<file path="src/inc/tsc_params.svh">
/*
  offsets, field positions, reset values and timing counts of the
  temperature sense register bank; assumes a 50 MHz system clock.
*/
`ifndef TSC_PARAMS_SVH
`define TSC_PARAMS_SVH
// register word indexes, byte address is four times the index
`define TSC_IDX_REF 14'h230A
`define TSC_IDX_COEFF_B 14'h250A
`define TSC_IDX_COEFF_C 14'h289C
`define TSC_IDX_CTRL 14'h28A0
// control byte fields
`define TSC_CTL_PER_LSB 0
`define TSC_CTL_PER_MSB 2
`define TSC_CTL_BUSY_BIT 3
`define TSC_CTL_BAT_BIT 4
`define TSC_CTL_BSEL_BIT 7
`define TSC_PER_OFF 3'h0
`define TSC_PER_CONT 3'h7
`define TSC_PER_EXP_BASE 4'h3
// reset values
`define TSC_COEFF_RST 12'h000
`define TSC_REF_RST 13'h0000
`define TSC_CTL_RST 8'h00
// timing
`define TSC_CLK_HZ 50000000
`define TSC_BUSY_MAX_US 6000
`define TSC_BUSY_CYC (`TSC_BUSY_MAX_US * (`TSC_CLK_HZ / 1000000))
`define TSC_SEC_CYC (`TSC_CLK_HZ)
`endif

</file>
<file path="src/inc/tsc_pkg.sv">
/*
  types shared by the temperature sense register bank;
  assumes nothing beyond the params header.
*/
package tsc_pkg;
  typedef enum logic [1:0] {
    TSC_MODE_OFF,
    TSC_MODE_TIMED,
    TSC_MODE_CONT
  } tsc_mode_t;
  typedef enum logic {
    TSC_CMT_IDLE,
    TSC_CMT_RUN
  } tsc_cmt_state_t;
endpackage : tsc_pkg

</file>
<file path="src/hdl/tsc_commit_timer.sv">
/*
  commit timer for the control byte: runs a fixed number of cycles
  after start; assumes start only arrives while idle.
*/
`timescale 1ns/1ps
`include "tsc_params.svh"
module tsc_commit_timer
  import tsc_pkg::*;
#(
  parameter int unsigned CYC = `TSC_BUSY_CYC
) (
  input wire logic clk_i,
  input wire logic rst_i,
  input wire logic start_i,
  output logic busy_o,
  output logic done_o
);
  localparam int unsigned CW = $clog2(CYC + 1);
  tsc_cmt_state_t state_q, state_d;
  logic [CW-1:0] cnt_q, cnt_d;
  logic done_q, done_d;

  always_comb begin
    state_d = state_q;
    cnt_d = cnt_q;
    done_d = 1'b0;
    unique case (state_q)
      TSC_CMT_IDLE: begin
        if (start_i) begin
          state_d = TSC_CMT_RUN;
          cnt_d = CW'(1);
        end
      end
      TSC_CMT_RUN: begin
        // never longer than the worst-case commit time
        if (cnt_q >= CW'(CYC)) begin
          state_d = TSC_CMT_IDLE;
          done_d = 1'b1;
        end else begin
          cnt_d = cnt_q + CW'(1);
        end
      end
    endcase
  end

  always_ff @(posedge clk_i) begin
    if (rst_i) begin
      state_q <= TSC_CMT_IDLE;
      cnt_q <= '0;
      done_q <= 1'b0;
    end else begin
      state_q <= state_d;
      cnt_q <= cnt_d;
      done_q <= done_d;
    end
  end

  assign busy_o = (state_q == TSC_CMT_RUN);
  assign done_o = done_q;
endmodule : tsc_commit_timer

</file>
<file path="src/hdl/tsc_period_timer.sv">
/*
  measurement scheduler: decodes the period field into start pulses;
  assumes meas_busy_i is high while a conversion is running.
*/
`timescale 1ns/1ps
`include "tsc_params.svh"
module tsc_period_timer
  import tsc_pkg::*;
#(
  parameter int unsigned SEC_CYC = `TSC_SEC_CYC
) (
  input wire logic clk_i,
  input wire logic rst_i,
  input wire logic [2:0] period_i,
  input wire logic meas_busy_i,
  output logic start_o
);
  localparam int unsigned PW = $clog2(SEC_CYC + 1);
  tsc_mode_t mode;
  logic [PW-1:0] pre_q, pre_d;
  logic [9:0] sec_q, sec_d;
  logic [9:0] limit;
  logic [3:0] expo;
  logic start_q, start_d;
  logic sec_tick;

  always_comb begin
    expo = `TSC_PER_EXP_BASE + {1'b0, period_i};
    limit = 10'((11'h001 << expo) - 11'h001);
    if (period_i == `TSC_PER_OFF) begin
      mode = TSC_MODE_OFF;
    end else if (period_i == `TSC_PER_CONT) begin
      mode = TSC_MODE_CONT;
    end else begin
      mode = TSC_MODE_TIMED;
    end
  end

  always_comb begin
    sec_tick = (pre_q >= PW'(SEC_CYC - 1));
    pre_d = sec_tick ? '0 : pre_q + PW'(1);
    sec_d = sec_q;
    start_d = 1'b0;
    unique case (mode)
      TSC_MODE_OFF: begin
        sec_d = '0;
      end
      TSC_MODE_TIMED: begin
        // period of 2^(3+value) seconds
        if (sec_tick) begin
          if (sec_q >= limit) begin
            sec_d = '0;
            start_d = 1'b1;
          end else begin
            sec_d = sec_q + 10'h001;
          end
        end
      end
      TSC_MODE_CONT: begin
        // restart as soon as the previous conversion is over
        sec_d = '0;
        start_d = !meas_busy_i && !start_q;
      end
    endcase
  end

  always_ff @(posedge clk_i) begin
    if (rst_i) begin
      pre_q <= '0;
      sec_q <= '0;
      start_q <= 1'b0;
    end else begin
      pre_q <= pre_d;
      sec_q <= sec_d;
      start_q <= start_d;
    end
  end

  assign start_o = start_q;
endmodule : tsc_period_timer

</file>
<file path="src/hdl/tsc_regs.sv">
/*
  temperature sense configuration and status registers behind a
  classic wishbone slave, 32-bit data, word addressed by adr_i[15:2].
  assumes the conversion logic supplies the raw reading and a store
  strobe for the 22 degree calibration point.
*/
`timescale 1ns/1ps
`include "tsc_params.svh"
module tsc_regs
  import tsc_pkg::*;
#(
  parameter int unsigned BUSY_CYC = `TSC_BUSY_CYC,
  parameter int unsigned SEC_CYC = `TSC_SEC_CYC
) (
  input wire logic clk_i,
  input wire logic rst_i,
  input wire logic cyc_i,
  input wire logic stb_i,
  input wire logic we_i,
  input wire logic [15:0] adr_i,
  input wire logic [3:0] sel_i,
  input wire logic [31:0] dat_i,
  output logic [31:0] dat_o,
  output logic ack_o,
  input wire logic ref_store_i,
  input wire logic [10:0] raw_temp_result_i,
  input wire logic meas_busy_i,
  output logic [11:0] quad_comp_coeff_b_o,
  output logic [11:0] quad_comp_coeff_c_o,
  output logic [2:0] meas_period_o,
  output logic battery_measure_enable_o,
  output logic battery_select_o,
  output logic meas_start_o,
  output logic battery_meas_start_o
);
  logic [13:0] idx;
  logic req;
  logic ack_q, ack_d;
  logic [31:0] dat_q, dat_d;
  logic wr_ok;
  logic hit_ref, hit_b, hit_c, hit_ctl;
  logic [11:0] coeff_b_q, coeff_b_d;
  logic [11:0] coeff_c_q, coeff_c_d;
  logic [12:0] ref_q, ref_d;
  logic [7:0] pend_q, pend_d;
  logic [7:0] live_q, live_d;
  logic busy_q, busy_d;
  logic ctl_wr;
  logic cmt_done;
  logic [7:0] ctl_view;
  logic start;

  // address decode
  always_comb begin
    idx = adr_i[15:2];
    req = cyc_i && stb_i;
    hit_ref = (idx == `TSC_IDX_REF);
    hit_b = (idx == `TSC_IDX_COEFF_B);
    hit_c = (idx == `TSC_IDX_COEFF_C);
    hit_ctl = (idx == `TSC_IDX_CTRL);
  end

  // writes land on the edge where the master sees ack
  always_comb begin
    wr_ok = req && we_i && ack_q;
    ctl_wr = wr_ok && hit_ctl && sel_i[0] && !busy_q;
  end

  // control byte as software reads it back
  always_comb begin
    ctl_view = pend_q;
    ctl_view[`TSC_CTL_BUSY_BIT] = busy_q;
    ctl_view[6:5] = 2'h0;
  end

  // bus handshake and read data
  always_comb begin
    ack_d = req && !ack_q;
    dat_d = dat_q;
    if (req && !ack_q) begin
      dat_d = 32'h0000_0000;
      if (!we_i) begin
        if (hit_ref) begin
          dat_d[12:0] = ref_q;
        end else if (hit_b) begin
          dat_d[11:0] = coeff_b_q;
        end else if (hit_c) begin
          dat_d[11:0] = coeff_c_q;
        end else if (hit_ctl) begin
          dat_d[7:0] = ctl_view;
        end
      end
    end
  end

  always_ff @(posedge clk_i) begin
    if (rst_i) begin
      ack_q <= 1'b0;
      dat_q <= 32'h0000_0000;
    end else begin
      ack_q <= ack_d;
      dat_q <= dat_d;
    end
  end

  // coefficient registers, byte lanes honoured
  always_comb begin
    coeff_b_d = coeff_b_q;
    coeff_c_d = coeff_c_q;
    if (wr_ok && hit_b) begin
      if (sel_i[0]) begin
        coeff_b_d[7:0] = dat_i[7:0];
      end
      if (sel_i[1]) begin
        coeff_b_d[11:8] = dat_i[11:8];
      end
    end
    if (wr_ok && hit_c) begin
      if (sel_i[0]) begin
        coeff_c_d[7:0] = dat_i[7:0];
      end
      if (sel_i[1]) begin
        coeff_c_d[11:8] = dat_i[11:8];
      end
    end
  end

  always_ff @(posedge clk_i) begin
    if (rst_i) begin
      coeff_b_q <= `TSC_COEFF_RST;
      coeff_c_q <= `TSC_COEFF_RST;
    end else begin
      coeff_b_q <= coeff_b_d;
      coeff_c_q <= coeff_c_d;
    end
  end

  // calibration point capture; bus writes cannot reach it
  always_comb begin
    ref_d = ref_q;
    if (ref_store_i) begin
      ref_d = {2'b00, raw_temp_result_i};
    end
  end

  always_ff @(posedge clk_i) begin
    if (rst_i) begin
      ref_q <= `TSC_REF_RST;
    end else begin
      ref_q <= ref_d;
    end
  end

  // control byte: pending copy written by software, live copy
  // applied only once the commit has finished, so the measuring
  // logic never sees a half-updated byte
  always_comb begin
    pend_d = pend_q;
    live_d = live_q;
    busy_d = busy_q;
    if (ctl_wr) begin
      pend_d = dat_i[7:0];
      pend_d[`TSC_CTL_BUSY_BIT] = 1'b0;
      pend_d[6:5] = 2'h0;
      busy_d = 1'b1;
    end else if (cmt_done) begin
      live_d = pend_q;
      busy_d = 1'b0;
    end
  end

  always_ff @(posedge clk_i) begin
    if (rst_i) begin
      pend_q <= `TSC_CTL_RST;
      live_q <= `TSC_CTL_RST;
      busy_q <= 1'b0;
    end else begin
      pend_q <= pend_d;
      live_q <= live_d;
      busy_q <= busy_d;
    end
  end

  tsc_commit_timer #(
    .CYC(BUSY_CYC)
  ) u_commit (
    .clk_i(clk_i),
    .rst_i(rst_i),
    .start_i(ctl_wr),
    .busy_o(),
    .done_o(cmt_done)
  );

  tsc_period_timer #(
    .SEC_CYC(SEC_CYC)
  ) u_period (
    .clk_i(clk_i),
    .rst_i(rst_i),
    .period_i(live_q[`TSC_CTL_PER_MSB:`TSC_CTL_PER_LSB]),
    .meas_busy_i(meas_busy_i),
    .start_o(start)
  );

  assign dat_o = dat_q;
  assign ack_o = ack_q;
  assign quad_comp_coeff_b_o = coeff_b_q;
  assign quad_comp_coeff_c_o = coeff_c_q;
  assign meas_period_o = live_q[`TSC_CTL_PER_MSB:`TSC_CTL_PER_LSB];
  assign battery_measure_enable_o = live_q[`TSC_CTL_BAT_BIT];
  assign battery_select_o = live_q[`TSC_CTL_BSEL_BIT];
  assign meas_start_o = start;
  assign battery_meas_start_o = start && live_q[`TSC_CTL_BAT_BIT];
endmodule : tsc_regs

</file>
<file path="config.mk">
export PLATFORM = sky130hd
export DESIGN_NAME = tsc_regs
export DESIGN_NICKNAME = d
export VERILOG_FILES = /design/src/inc/tsc_pkg.sv /design/src/hdl/tsc_commit_timer.sv /design/src/hdl/tsc_period_timer.sv /design/src/hdl/tsc_regs.sv
export VERILOG_INCLUDE_DIRS = /design/src /design/src/inc
export SDC_FILE = /design/constraint.sdc
export NUM_CORES = 1
export LEC_CHECK = 0
export ABC_AREA = 0
export BUFFER_PORTS_ARGS = -buffer_cell sky130_fd_sc_hd__buf_2
export CELL_PAD_IN_SITES_DETAIL_PLACEMENT = 0
export CELL_PAD_IN_SITES_GLOBAL_PLACEMENT = 1
export CORE_MARGIN = 1
export CORE_UTILIZATION = 31
export DETAILED_ROUTE_END_ITERATION = 10
export PLACE_DENSITY_LB_ADDON = 0.3
export SYNTH_ARGS = -nofsm -noshare
export SYNTH_HDL_FRONTEND = slang
export SYNTH_HIERARCHICAL = 1
export SYNTH_SLANG_ARGS = --single-unit
</file>
<file path="constraint.sdc">
create_clock -name clk_i -period 2.1 [get_ports clk_i]
set_input_delay 0.21 -clock clk_i [delete_from_list [all_inputs] [get_ports clk_i]]
set_output_delay 0.21 -clock clk_i [all_outputs]
set_load 0.02 [all_outputs]
</file>
Word level (Yosys, flattened, before mapping)

Index checks and enable logic that the tools add are counted.

Register bits: 118
Input port bits: 70

Add/subtract/negate cells: 5
$lt $le $gt $ge: 3
Eq/ne operators: 10
Shifts and indexed selects: 1
Multiplexer cells: 23
Bitwise logic cells: 2
Reductions and logical operators: 27

Operator list:

| kind                    | number |
|---|---|
| $eq A14 B14 Y1 const B  | 4 |
| $mux W19                | 2 |
| $pmux W19 S2            | 1 |
| $mux W12                | 3 |
| $add A26 B1 Y26 const B | 1 |
| $ge A26 B26 Y1 const B  | 1 |
| $mux W10                | 2 |
| $pmux W10 S2            | 1 |
| $add A19 B1 Y19 const B | 1 |
| $ge A19 B19 Y1 const B  | 1 |
| $mux W8                 | 2 |
| $reduce_and A2 Y1       | 6 |
| $logic_and A1 B1 Y1     | 11 |
| $add A10 B1 Y10 const B | 1 |
| $ge A10 B10 Y1          | 1 |
| $shl A1 B4 Y10 const A  | 1 |
| $sub A10 B1 Y10 const B | 1 |
| $mux W1                 | 7 |
| $reduce_or A2 Y1        | 3 |
| $add A2 B3 Y4 const A   | 1 |
| $logic_not A1 Y1        | 4 |
| $mux W2                 | 2 |
| $mux W4                 | 1 |
| $ne A2 B2 Y1 const B    | 2 |
| 9 further kinds         | 11 |

Depth between registers and ports, before layout

Gate-level depths: netlist of the first run.

Word-level depth: 8
Depth in mapped cells: 9
Depth with buffers taken out: 8

By module

The synthesis of the first run kept the hierarchy.

By module, submodules not included:

| module           | instances | cells an instance | area each (sq um) | seq. area each (sq um) |
|---|---|---|---|---|
| tsc_regs         | 1         | 338               | 2,945.3           | 1,181.1 |
| tsc_period_timer | 1         | 225               | 1,920.6           | 740.7 |
| tsc_commit_timer | 1         | 149               | 1,183.6           | 420.4 |

Worst setup path before layout of the first run

OpenSTA, ideal clock, no wires.

Path kind: reg2reg
From: register live_q[2]
To: register u_period.sec_q[3]
Arrival time: 2,337 ps
Slack: -301 ps
Stages on the path, launching flop included: 10
Cells stage by stage: dfxtp_1 > o21ai_0 > ha_1 > a21o_1 > a21o_1 > a221o_1 > nor2b_1 > or3_1 > clkbuf_2 > nor2_1

Word-level cells in the longest chain between the ends: 7

RTL lines:

| what                           | RTL line               | source |
|---|---|---|
| start, declared                | tsc_regs.sv:46         | `logic [7:0] live_q, live_d;` |
| start signal, assigned         | tsc_regs.sv:175        | `` live_q <= `TSC_CTL_RST; `` |
| start signal, assigned         | tsc_regs.sv:179        | `live_q <= live_d;` |
| $add A2 B3 Y4 (no source line) | --                     |  |
| $shl A1 B4 Y10                 | tsc_period_timer.sv:29 | `limit = 10'((11'h001 << expo) - 11'h001);` |
| $sub A10 B1 Y10                | tsc_period_timer.sv:29 |  |
| $ge A10 B10 Y1                 | tsc_period_timer.sv:51 | `if (sec_q >= limit) begin` |
| $mux W10                       | tsc_period_timer.sv:51 |  |
| $mux W10                       | tsc_period_timer.sv:50 | `if (sec_tick) begin` |
| $pmux W10 S2                   | tsc_period_timer.sv:44 | `unique case (mode)` |
| end signal, assigned           | tsc_period_timer.sv:70 | `sec_q <= '0;` |
| end signal, assigned           | tsc_period_timer.sv:74 | `sec_q <= sec_d;` |
| end, declared                  | tsc_period_timer.sv:21 | `logic [9:0] sec_q, sec_d;` |

Parallel ways exist; a longest one is shown, timed or not. The select of a mux whose other input is x is not followed.
A chain may end at the register's enable or synchronous reset.

Final worst setup path of the first run

From: register live_q[2]
To: register u_period.sec_q[5]

Same word-level chain as after synthesis.

==> run_results.csv, run 1 <==
group,metric,value,unit
status,status,"complete, but fails checks",
status,violations,"negative setup slack",
power,finalPower,5.38,mW
clock_tree,clk_latency,0.42,ns
hold_path,hold-path-endpoint,"ref_q[3]",
die,initial_core_util,0.320,
clock_tree,clk_pin_slew,0.06,ns
synth,yosysWarnings,6,
hold_path,hp-start,"raw_temp_result_i[3]",
critical_path,slowest_stage,"or3_4",
critical_path,ff2ff_setup_slack,-0.02,ns
synth,synth_top_area_share,0.387,
route,first_iter_violations,323,
die,die_y,142,µm
clock_tree,cts_buffers,17,
route,drc,0,
timing,worst_pin_slew,0.734,ns
critical_path,crit_fanout,7,
timing,worst_slack,-0.0176,ns
grt,grt_max_degree,37,
die,die_x,142,µm
synth,synth_top_family_by_area,"simple AND/OR/NAND/NOR gates",
synth,ys_types,73,
critical_path,cp_data_required_time,2.46,ns
critical_path,reg2reg_from,"live_q[2]",
layout,layout_commonest_cell,"dfxtp_1",
synth,synthTopCellsByArea,"dfxtp_1 39%, nand3_1 4.5%, a21oi_1 4.4%",
synth,synth-seq-area-share,0.387,
critical_path,path_cells,"buf_6 -> nor3_4 -> ha_1 -> nand3_1 -> o221ai_2 -> a221o_1 -> nor2b_4 -> or3_4 -> nor2_2",
synth,netlist_instances,712,
clock_tree,clock_tree.root_cell,"clkbuf_16",
power,pwr-share-seq,0.417,
synth,synthFlopType,"dfxtp_1",
timing,fmax,0.472,GHz
timing,min_period,2.12,ns
synth,syn_area,6050,µm²
layout,final_util,0.402,
critical_path,crit_type,"reg -> reg",
power,p_per_area,708,nW/µm²
timing,setup_viol,7,
power,peakVddDrop,568,µV
grt,grt_pass1_vias,5215,
route,drt_wl_total,16400,µm
synth,syn_area_per_cell,8.50,µm²
route,antenna_left,0,
synth,synth-simple-area-share,0.255,
synth,synth-adder-area-share,0.0269,
critical_path,reg2regPathDepth,9,
job,cap_violations,0,
die,row_count,50,
synth,ys_async_sr_fraction,0,
timing,slew_viol_final,0,
power,switching_share,0.236,
power,p_int,4.11,mW
power,combPwrFrac,0.044,
die,core,18900,µm²
synth,synth_xor_area_frac,0.0405,
route,firstDrtPassIters,5,
die,ioPinCount,134,
route,avgViaCountPerCell,4.93,
power,clkPwrFrac,0.539,
placement,hpwl,12000,µm
route,dr_total_vias,5461,
layout,synthToLayoutAreaGrowth,25.5,%
synth,synth_mux_area_frac,0.0314,
critical_path,crit_start,"live_q[2]",
clock_tree,cts.hold.buffers_added,0,
timing,fin_crit_sh,1.01,
power,p_sw,1.27,mW
grt,antenna_found_initial,0,
timing,rsz0062_at_grt,"yes",
placement,gp_congestion,0.815,
hold_path,whs_path_depth,3,
timing,max_slew_margin,0.507,
timing,hold_viol,0,
critical_path,crit_path_max_incr_delay,0.40,ns
die,dieArea,20100,µm²
layout,drive_above_1_share,0.237,
clock_tree,h-tree-depth,4,
timing,clock_skew,0.00994,ns
critical_path,arrival,2.48,ns
power,power_leakage,3.02,nW
clock_tree,clock-sinks,117,
layout,layout.cells.most_common_list,"114 x dfxtp_1, 89 x buf_2, 63 x nor2_1",
grt,grt_pass1_wl,26800,µm
clock_tree,cts_tree,"built",
clock_tree,cts.path.max_buffers,2,
layout,nets,917,
critical_path,end_kind,"flip-flop",
layout,antenna_cells,0,
synth,synth_edf_count,0,
placement,io_buffers,89,
grt,grt_usage,0.169,
hold_path,worstHoldPathType,"in -> reg",
synth,ys_ff_latch,117,
synth,yosysTopAreaCell,"dfxtp_1",
grt,overflow,0,
synth,synth_compound_area_frac,0.190,
critical_path,reg2reg_to,"u_period/sec_q[5]",
critical_path,startpoint_type,"flip-flop",
route,wire_per_inst,14.8,µm
worst max-delay path by stage:
stage	to	cells past startpoint
after floorplan	u_period/sec_q[3]	9
after global placement	u_period/sec_q[9]	8
after detailed placement	u_period/sec_q[9]	8
after CTS	u_period/sec_q[5]	9
after global routing	u_period/sec_q[5]	9
final	u_period/sec_q[5]	9
metal layers:
metal,share of wire,GRT usage
met4,0.022,0.0651
met3,0.048,0.0415
met2,0.45,0.256
met5,0,0
met1,0.48,0.231
through the flow:
| stage | instance area, µm² | TNS, ns | std cells | hold WS, ns | setup WS [ns] |
|---|---|---|---|---|---|
| after floorplan | 6140 | -0.598 | 731 | 0.279 | -0.0854 |
| after CTS | 7570 | -0.0674 | 1107 | 0.00785 | -0.0177 |
| final | 7590 | -0.0749 | 1107 | 0.0270 | -0.0176 |
| after global routing | 7590 | -0.993 | 1107 | 0.0313 | -0.138 |
| after detailed placement | 6920 | -1.04 | 1072 | 0.436 | -0.156 |
| after global placement | 6920 | -0.713 | 1072 | 0.429 | -0.104 |
what timing repair did:
action / 4_1_cts / 5_1_grt
endpoints found under the setup margin: 8 / 10
gates resized for setup: 9 / 7
setup buffers: 3 / 0
pin swaps: 2 / 3
endpoints found under the hold margin: 0 / 0
logic make-up after synthesis:
group                    count (synthesis)
multiplexers                            19
XOR/XNOR                                28
AO/OA/AOI/OAI                          183
flip-flops                             117
adder cells (fa/ha/maj)                 13
AND/OR/NAND/NOR                        281
other                                    2
buffers and inverters                   69
registers in the layout, summed over array words and instances, names as in the netlist:
name,cells
u_commit/busy_o,1
dat_o,12
ref_q,11
u_period/sec_q,10
busy_q,1
quad_comp_coeff_c_o,12
u_commit/done_o,1
ack_o,1
live_q,5
quad_comp_coeff_b_o,12
pend_q,5
u_commit/cnt_q,19
u_period/start_o,1
u_period/pre_q,26
cells in the mapped netlist (all sizes together), types with 4 or more instances:
master	n
mux2i	19
a21oi	55
a22oi	13
nor2	66
or4	8
nand2	46
xor2	12
nand3b	4
nand3	54
a22o	5
clkbuf	25
nor4	6
or3	8
buf	31
a31oi	5
nor4b	4
and4	10
nor2b	5
o211ai	9
xnor2	16
inv	12
nand2b	13
a21o	13
o221ai	7
and3	6
and2	9
ha	13
nor3	14
a21boi	6
nand4	12
dfxtp	117
o21ai	52
power groups by stage:
stage               sequential, mW  clock (mW)  combinational [mW]
finish                        2.24        2.90               0.234
global route                  2.25        3.08               0.259
CTS                           2.24        2.98               0.235
detailed placement            2.29           0               0.234
global placement              2.29           0               0.234
floorplan                     2.29           0               0.166
cell type report:
cell class,instances,area (µm²)
clock buffers,18,439
fillers,1990,11300
clock inverters,14,150
inverters,12,45.0
multi-input cells,545,3430
repair buffers,141,852
flip-flops and latches,117,2350
well taps,260,325
critical path, delay by kind of cell (launching register included):
kind | cells | cell delay [ns]
adder cells (fa/ha/maj) | 1 | 0.25
AO/OA/AOI/OAI | 2 | 0.45
buffers and inverters | 1 | 0.13
AND/OR/NAND/NOR | 5 | 0.87
flip-flops | 1 | 0.36
(Power assumes the default switching activity.)
==> run 2: changes to the inputs <==
- clock period: 2.1 -> 2.4 ns (I/O delays scaled with it)
==> run_results.csv, run 2 (synthesized netlist as in run 1, its figures left out) <==
group,metric,value,unit
placement,hpwl,11800,µm
timing,max_slew_margin,0.490,
route,first_iter_violations,303,
clock_tree,clk_latency,0.42,ns
grt,grt_pass1_wl,26400,µm
hold_path,worstHoldPathType,"in -> reg",
clock_tree,cts_buffers,17,
grt,grt_usage,0.168,
clock_tree,cts_setup_buffers,0,
layout,final_cells,1078,
timing,fin_crit_sh,0.936,
layout,antenna_cells,0,
route,antenna_left,0,
clock_tree,cts_tree,"built",
timing,slew_viol_final,0,
power,p_per_area,656,nW/µm²
critical_path,crit_type,"reg -> reg",
timing,setup_viol,0,
critical_path,path_delay_family,"compound AO/OA/AOI/OAI gates",
layout,largest_register,"u_period/pre_q",
critical_path,startpoint_type,"flip-flop",
clock_tree,clock-sinks,117,
timing,clock_skew,0.0117,ns
timing,rsz0062_at_grt,"no",
timing,min_period,2.25,ns
clock_tree,clk_pin_slew,0.06,ns
critical_path,arrival,2.60,ns
grt,antenna_found_initial,0,
die,die_x,142,µm
critical_path,reg2regPathDepth,8,
hold_path,whs_path_depth,3,
route,dr_total_vias,5382,
layout,layout.cells.most_common_list,"115 x dfxtp_1, 89 x buf_2, 66 x nor2_1",
timing,fmax,0.445,GHz
grt,grt_max_degree,29,
layout,drive_above_1_share,0.198,
critical_path,slowest_stage,"dfxtp_1",
timing,tns,0,ns
layout,multi_input_area,3380,µm²
grt,overflow,0,
die,ioPinCount,134,
layout,largest_reg_flops,26,
layout,regArea,2340,µm²
critical_path,worst-path-buf-inv,0,
placement,io_buffers,89,
power,peakVddDrop,530,µV
placement,gp_congestion,0.774,
die,initial_core_util,0.320,
layout,finish.instance_area,7330,µm²
route,drc,0,
timing,worst_pin_slew,0.759,ns
route,wire_per_inst,15.0,µm
die,dieArea,20100,µm²
clock_tree,cts.path.max_buffers,2,
layout,layout_commonest_cell,"dfxtp_1",
job,cap_violations,0,
status,status,"finished, final reports clean",
critical_path,path_cells,"o21ai_0 -> ha_1 -> a21o_1 -> a21o_1 -> a221o_1 -> nor2b_1 -> or3_4 -> nor2_1",
critical_path,end_kind,"flip-flop",
placement,placed_cell_area,6700,µm²
die,row_count,50,
die,die_y,142,µm
critical_path,cp_data_required_time,2.75,ns
placement,placedCellCount,1046,
critical_path,cpMostUsedCell,"a21o_1",
route,avgViaCountPerCell,4.99,
route,drt_wl_total,16100,µm
critical_path,crit_fanout,7,
die,core,18900,µm²
layout,nets,888,
layout,synthToLayoutAreaGrowth,21.1,%
layout,fillers,1995,
route,firstDrtPassIters,4,
clock_tree,clock_tree.root_cell,"clkbuf_16",
timing,hold_viol,0,
layout,largestRegisters,"u_period/pre_q x26, u_commit/cnt_q x19",
clock_tree,h-tree-depth,4,
power,power_leakage,2.85,nW
critical_path,crit_path_max_incr_delay,0.42,ns
grt,grt_pass1_vias,5000,
critical_path,path_depth,8,
## run 2: cell count changes in the layout (fill, tap and decap cells not counted), sizes merged
cell,previous run,this run
buf,141,112
bufinv,2,3
clkinvlp,1,3
inv,16,13
## run 2: timing repair
action,in CTS,in global routing
gates cloned,0,0
endpoints found under the setup margin,7,7
hold buffers,0,0
resized for setup,1,2
## run 2: final cells by class
cell class,instances,area share
Multi-Input combinational cell,545,0.461
Sequential cell,117,0.320
Timing Repair Buffer,112,0.0843
Clock buffer,18,0.0599
Tap cell,260,0.0444
Clock inverter,14,0.0244
Inverter,12,0.00615
## run 2: worst register-to-register path, stage by stage (launching register included)
cell     delay (ns)
dfxtp_1        0.42
o21ai_0        0.13
ha_1           0.30
a21o_1         0.18
a21o_1         0.17
a221o_1        0.30
nor2b_1        0.15
or3_4          0.42
nor2_1         0.12
## run 2: metrics by stage
step / setup WS [ns] / power (mW) / hold slack [ns] / utilization
floorplan: 0.0478 / 2.15 / 0.309 / -
global placement: 0.0536 / 2.21 / 0.428 / 0.355
detailed placement: -0.0109 / 2.21 / 0.434 / 0.355
CTS: 0.0468 / 4.87 / 0.0478 / 0.388
global route: 0.0469 / 4.99 / 0.0568 / 0.388
finish: 0.154 / 4.81 / 0.0587 / 0.388
## run 2: routing by layer
metal  track usage  routed length [µm]  vias up
met1         0.225                7970     2526
li1              -                   -     2760
met2         0.267                7500       89
met3        0.0354                 509        7
met5             0                   0        -
met4        0.0560                 148        0
## run 2: path summary, 6_finish.rpt
path	startpoint	to	slack, ns
worst max-delay path	live_q[0]	u_period/sec_q[4]	0.15
worst min-delay path	raw_temp_result_i[3]	ref_q[3]	0.06
worst max register to register	live_q[0]	u_period/sec_q[4]	0.15
worst min register to register	u_period/pre_q[0]	u_period/pre_q[0]	0.45
## run 2: power breakdown
group          switching [mW]  leakage [nW]  total (mW)  internal [mW]
logic                   0.130          1.62       0.202         0.0717
registers             0.00955         0.946        1.97           1.96
clock network           0.972         0.293        2.64           1.67
==> run 3: changes to the inputs <==
==> constraint.sdc (replaced) <==
create_clock -name clk_i -period 1.89 [get_ports clk_i]
set_input_delay 0.2835 -clock clk_i [delete_from_list [all_inputs] [get_ports clk_i]]
set_output_delay 0.2835 -clock clk_i [all_outputs]
set_load 0.02 [all_outputs]
==> run_results.csv, run 3 (synthesized netlist as in run 1, its figures left out) <==
group,metric,value,unit
status,status,"complete, but fails checks",
status,violations,"negative setup slack",
grt,antenna_found_initial,2,
placement,placedCellCount,1115,
layout,largestRegisters,"u_period/pre_q x26, u_commit/cnt_q x19",
critical_path,crit_fanout,8,
die,ioPinCount,134,
job,cap_violations,0,
hold_path,hold-path-endpoint,"ref_q[7]",
timing,fmax,0.480,GHz
critical_path,path_cells,"o21ai_2 -> ha_1 -> a21o_1 -> a21o_1 -> a221o_1 -> nor2b_4 -> or3_4 -> nor2_1",
grt,grt_pass1_wl,27000,µm
critical_path,path_delay_family,"compound AO/OA/AOI/OAI gates",
route,drt_wl_total,16900,µm
layout,synthToLayoutAreaGrowth,31.6,%
layout,drive_above_1_share,0.283,
layout,layout.cells.most_common_list,"110 x dfxtp_1, 92 x buf_4, 89 x buf_2",
die,core,18900,µm²
clock_tree,clock_tree.root_cell,"clkbuf_16",
hold_path,hp-start,"raw_temp_result_i[7]",
route,drc,0,
placement,post-place-ws,-0.329,ns
power,p_per_area,741,nW/µm²
route,wire_per_inst,14.6,µm
critical_path,crit_path_max_incr_delay,0.39,ns
layout,largest_register,"u_period/pre_q",
grt,overflow,0,
clock_tree,clk_latency,0.41,ns
critical_path,reg2regPathDepth,8,
clock_tree,cts_tree,"built",
critical_path,end_kind,"flip-flop",
timing,setup_viol,11,
layout,nets,961,
timing,slew_viol_final,0,
timing,fin_crit_sh,1.10,
critical_path,arrival,2.43,ns
layout,final_cells,1153,
timing,max_slew_margin,0.632,
critical_path,cpMostUsedCell,"a21o_1",
clock_tree,cts_buffers,17,
placement,gp_congestion,0.820,
hold_path,whs_path_depth,3,
clock_tree,cts.path.max_buffers,2,
critical_path,crit_type,"reg -> reg",
clock_tree,h-tree-depth,4,
layout,layout_commonest_cell,"dfxtp_1",
critical_path,reg2reg_from,"live_q[1]",
timing,tns,-1.58,ns
die,row_count,50,
die,die_x,142,µm
timing,worst_pin_slew,0.551,ns
layout,final_util,0.421,
timing,worst_slack,-0.192,ns
route,firstDrtPassIters,4,
timing,min_period,2.08,ns
timing,rsz0062_at_grt,"yes",
die,initial_core_util,0.320,
placement,io_buffers,89,
timing,hold_ws,0.107,ns
die,dieArea,20100,µm²
hold_path,worstHoldPathType,"in -> reg",
critical_path,ff2ff_setup_slack,-0.19,ns
clock_tree,clock-sinks,117,
critical_path,reg2reg_to,"u_period/sec_q[6]",
timing,clock_skew,0.0106,ns
power,peakVddDrop,544,µV
route,avgViaCountPerCell,4.87,
grt,grt_max_degree,27,
critical_path,worst-path-buf-inv,0,
route,first_iter_violations,288,
power,power_leakage,3.25,nW
critical_path,slowest_stage,"dfxtp_4",
layout,largest_reg_flops,26,
grt,grt_usage,0.171,
die,die_y,142,µm
route,dr_total_vias,5619,
placement,hpwl,12500,µm
route,antenna_left,0,
clock_tree,cts.hold.buffers_added,0,
critical_path,cp_data_required_time,2.24,ns
clock_tree,clk_pin_slew,0.06,ns
timing,hold_viol,0,
grt,grt_pass1_vias,5421,
critical_path,startpoint_type,"flip-flop",
[run 3: repair_timing]
| item | 4_1_cts | 5_1_grt |
|---|---|---|
| pin swaps | 15 | 5 |
| setup buffers | 1 | 3 |
| gates resized for setup | 7 | 12 |
| endpoints found under the hold margin | 0 | 0 |
| endpoints found under the setup margin | 11 | 29 |
[run 3: worst max-delay path by stage]
stage,endpoint,slack [ns],start,cells past startpoint
2_1_floorplan,u_period/sec_q[3],-0.30,live_q[2],9
3_3_place_gp,u_period/sec_q[8],-0.29,live_q[1],8
3_5_place_dp,u_period/sec_q[5],-0.33,live_q[1],8
4_1_cts,u_period/sec_q[5],-0.20,live_q[1],8
5_1_grt,u_period/sec_q[3],-0.30,live_q[1],8
6_report,u_period/sec_q[6],-0.19,live_q[1],8
[run 3: per-layer routing]
metal / track usage / vias to the layer above / wire [µm]
li1: - / 2886 / -
met2: 0.274 / 94 / 7950
met5: 0 / - / 0
met3: 0.0415 / 14 / 662
met4: 0.0600 / 0 / 200
met1: 0.225 / 2625 / 8040
[run 3: worst reg2reg max path: stages (launching register included)]
cell and delay, ns:
dfxtp_4 0.39, o21ai_2 0.07, ha_1 0.30, a21o_1 0.16
a21o_1 0.15, a221o_1 0.34, nor2b_4 0.14, or3_4 0.37
nor2_1 0.11
[run 3: stage by stage]
step / power (mW) / area, µm²
final: 5.90 / 7960
after floorplan: 2.73 / 6150
after global routing: 6.14 / 7960
after detailed placement: 2.83 / 7290
after CTS: 5.98 / 7900
after global placement: 2.83 / 7290
[run 3: final cells by class]
cell class                      instances  area [µm²]
Inverter                               12        45.0
Fill cell                            1983       10900
Clock inverter                         15         145
Antenna cell                            2        5.00
Sequential cell                       117        2360
Tap cell                              260         325
Multi-Input combinational cell        545        3440
Timing Repair Buffer                  185        1220
Clock buffer                           17         425
[run 3: report_power, final]
| group | internal [mW] | leakage [nW] | switching, mW |
|---|---|---|---|
| registers | 2.48 | 0.949 | 0.0118 |
| logic | 0.112 | 2.02 | 0.167 |
| clock network | 1.84 | 0.277 | 1.28 |
| total | 4.44 | 3.25 | 1.46 |
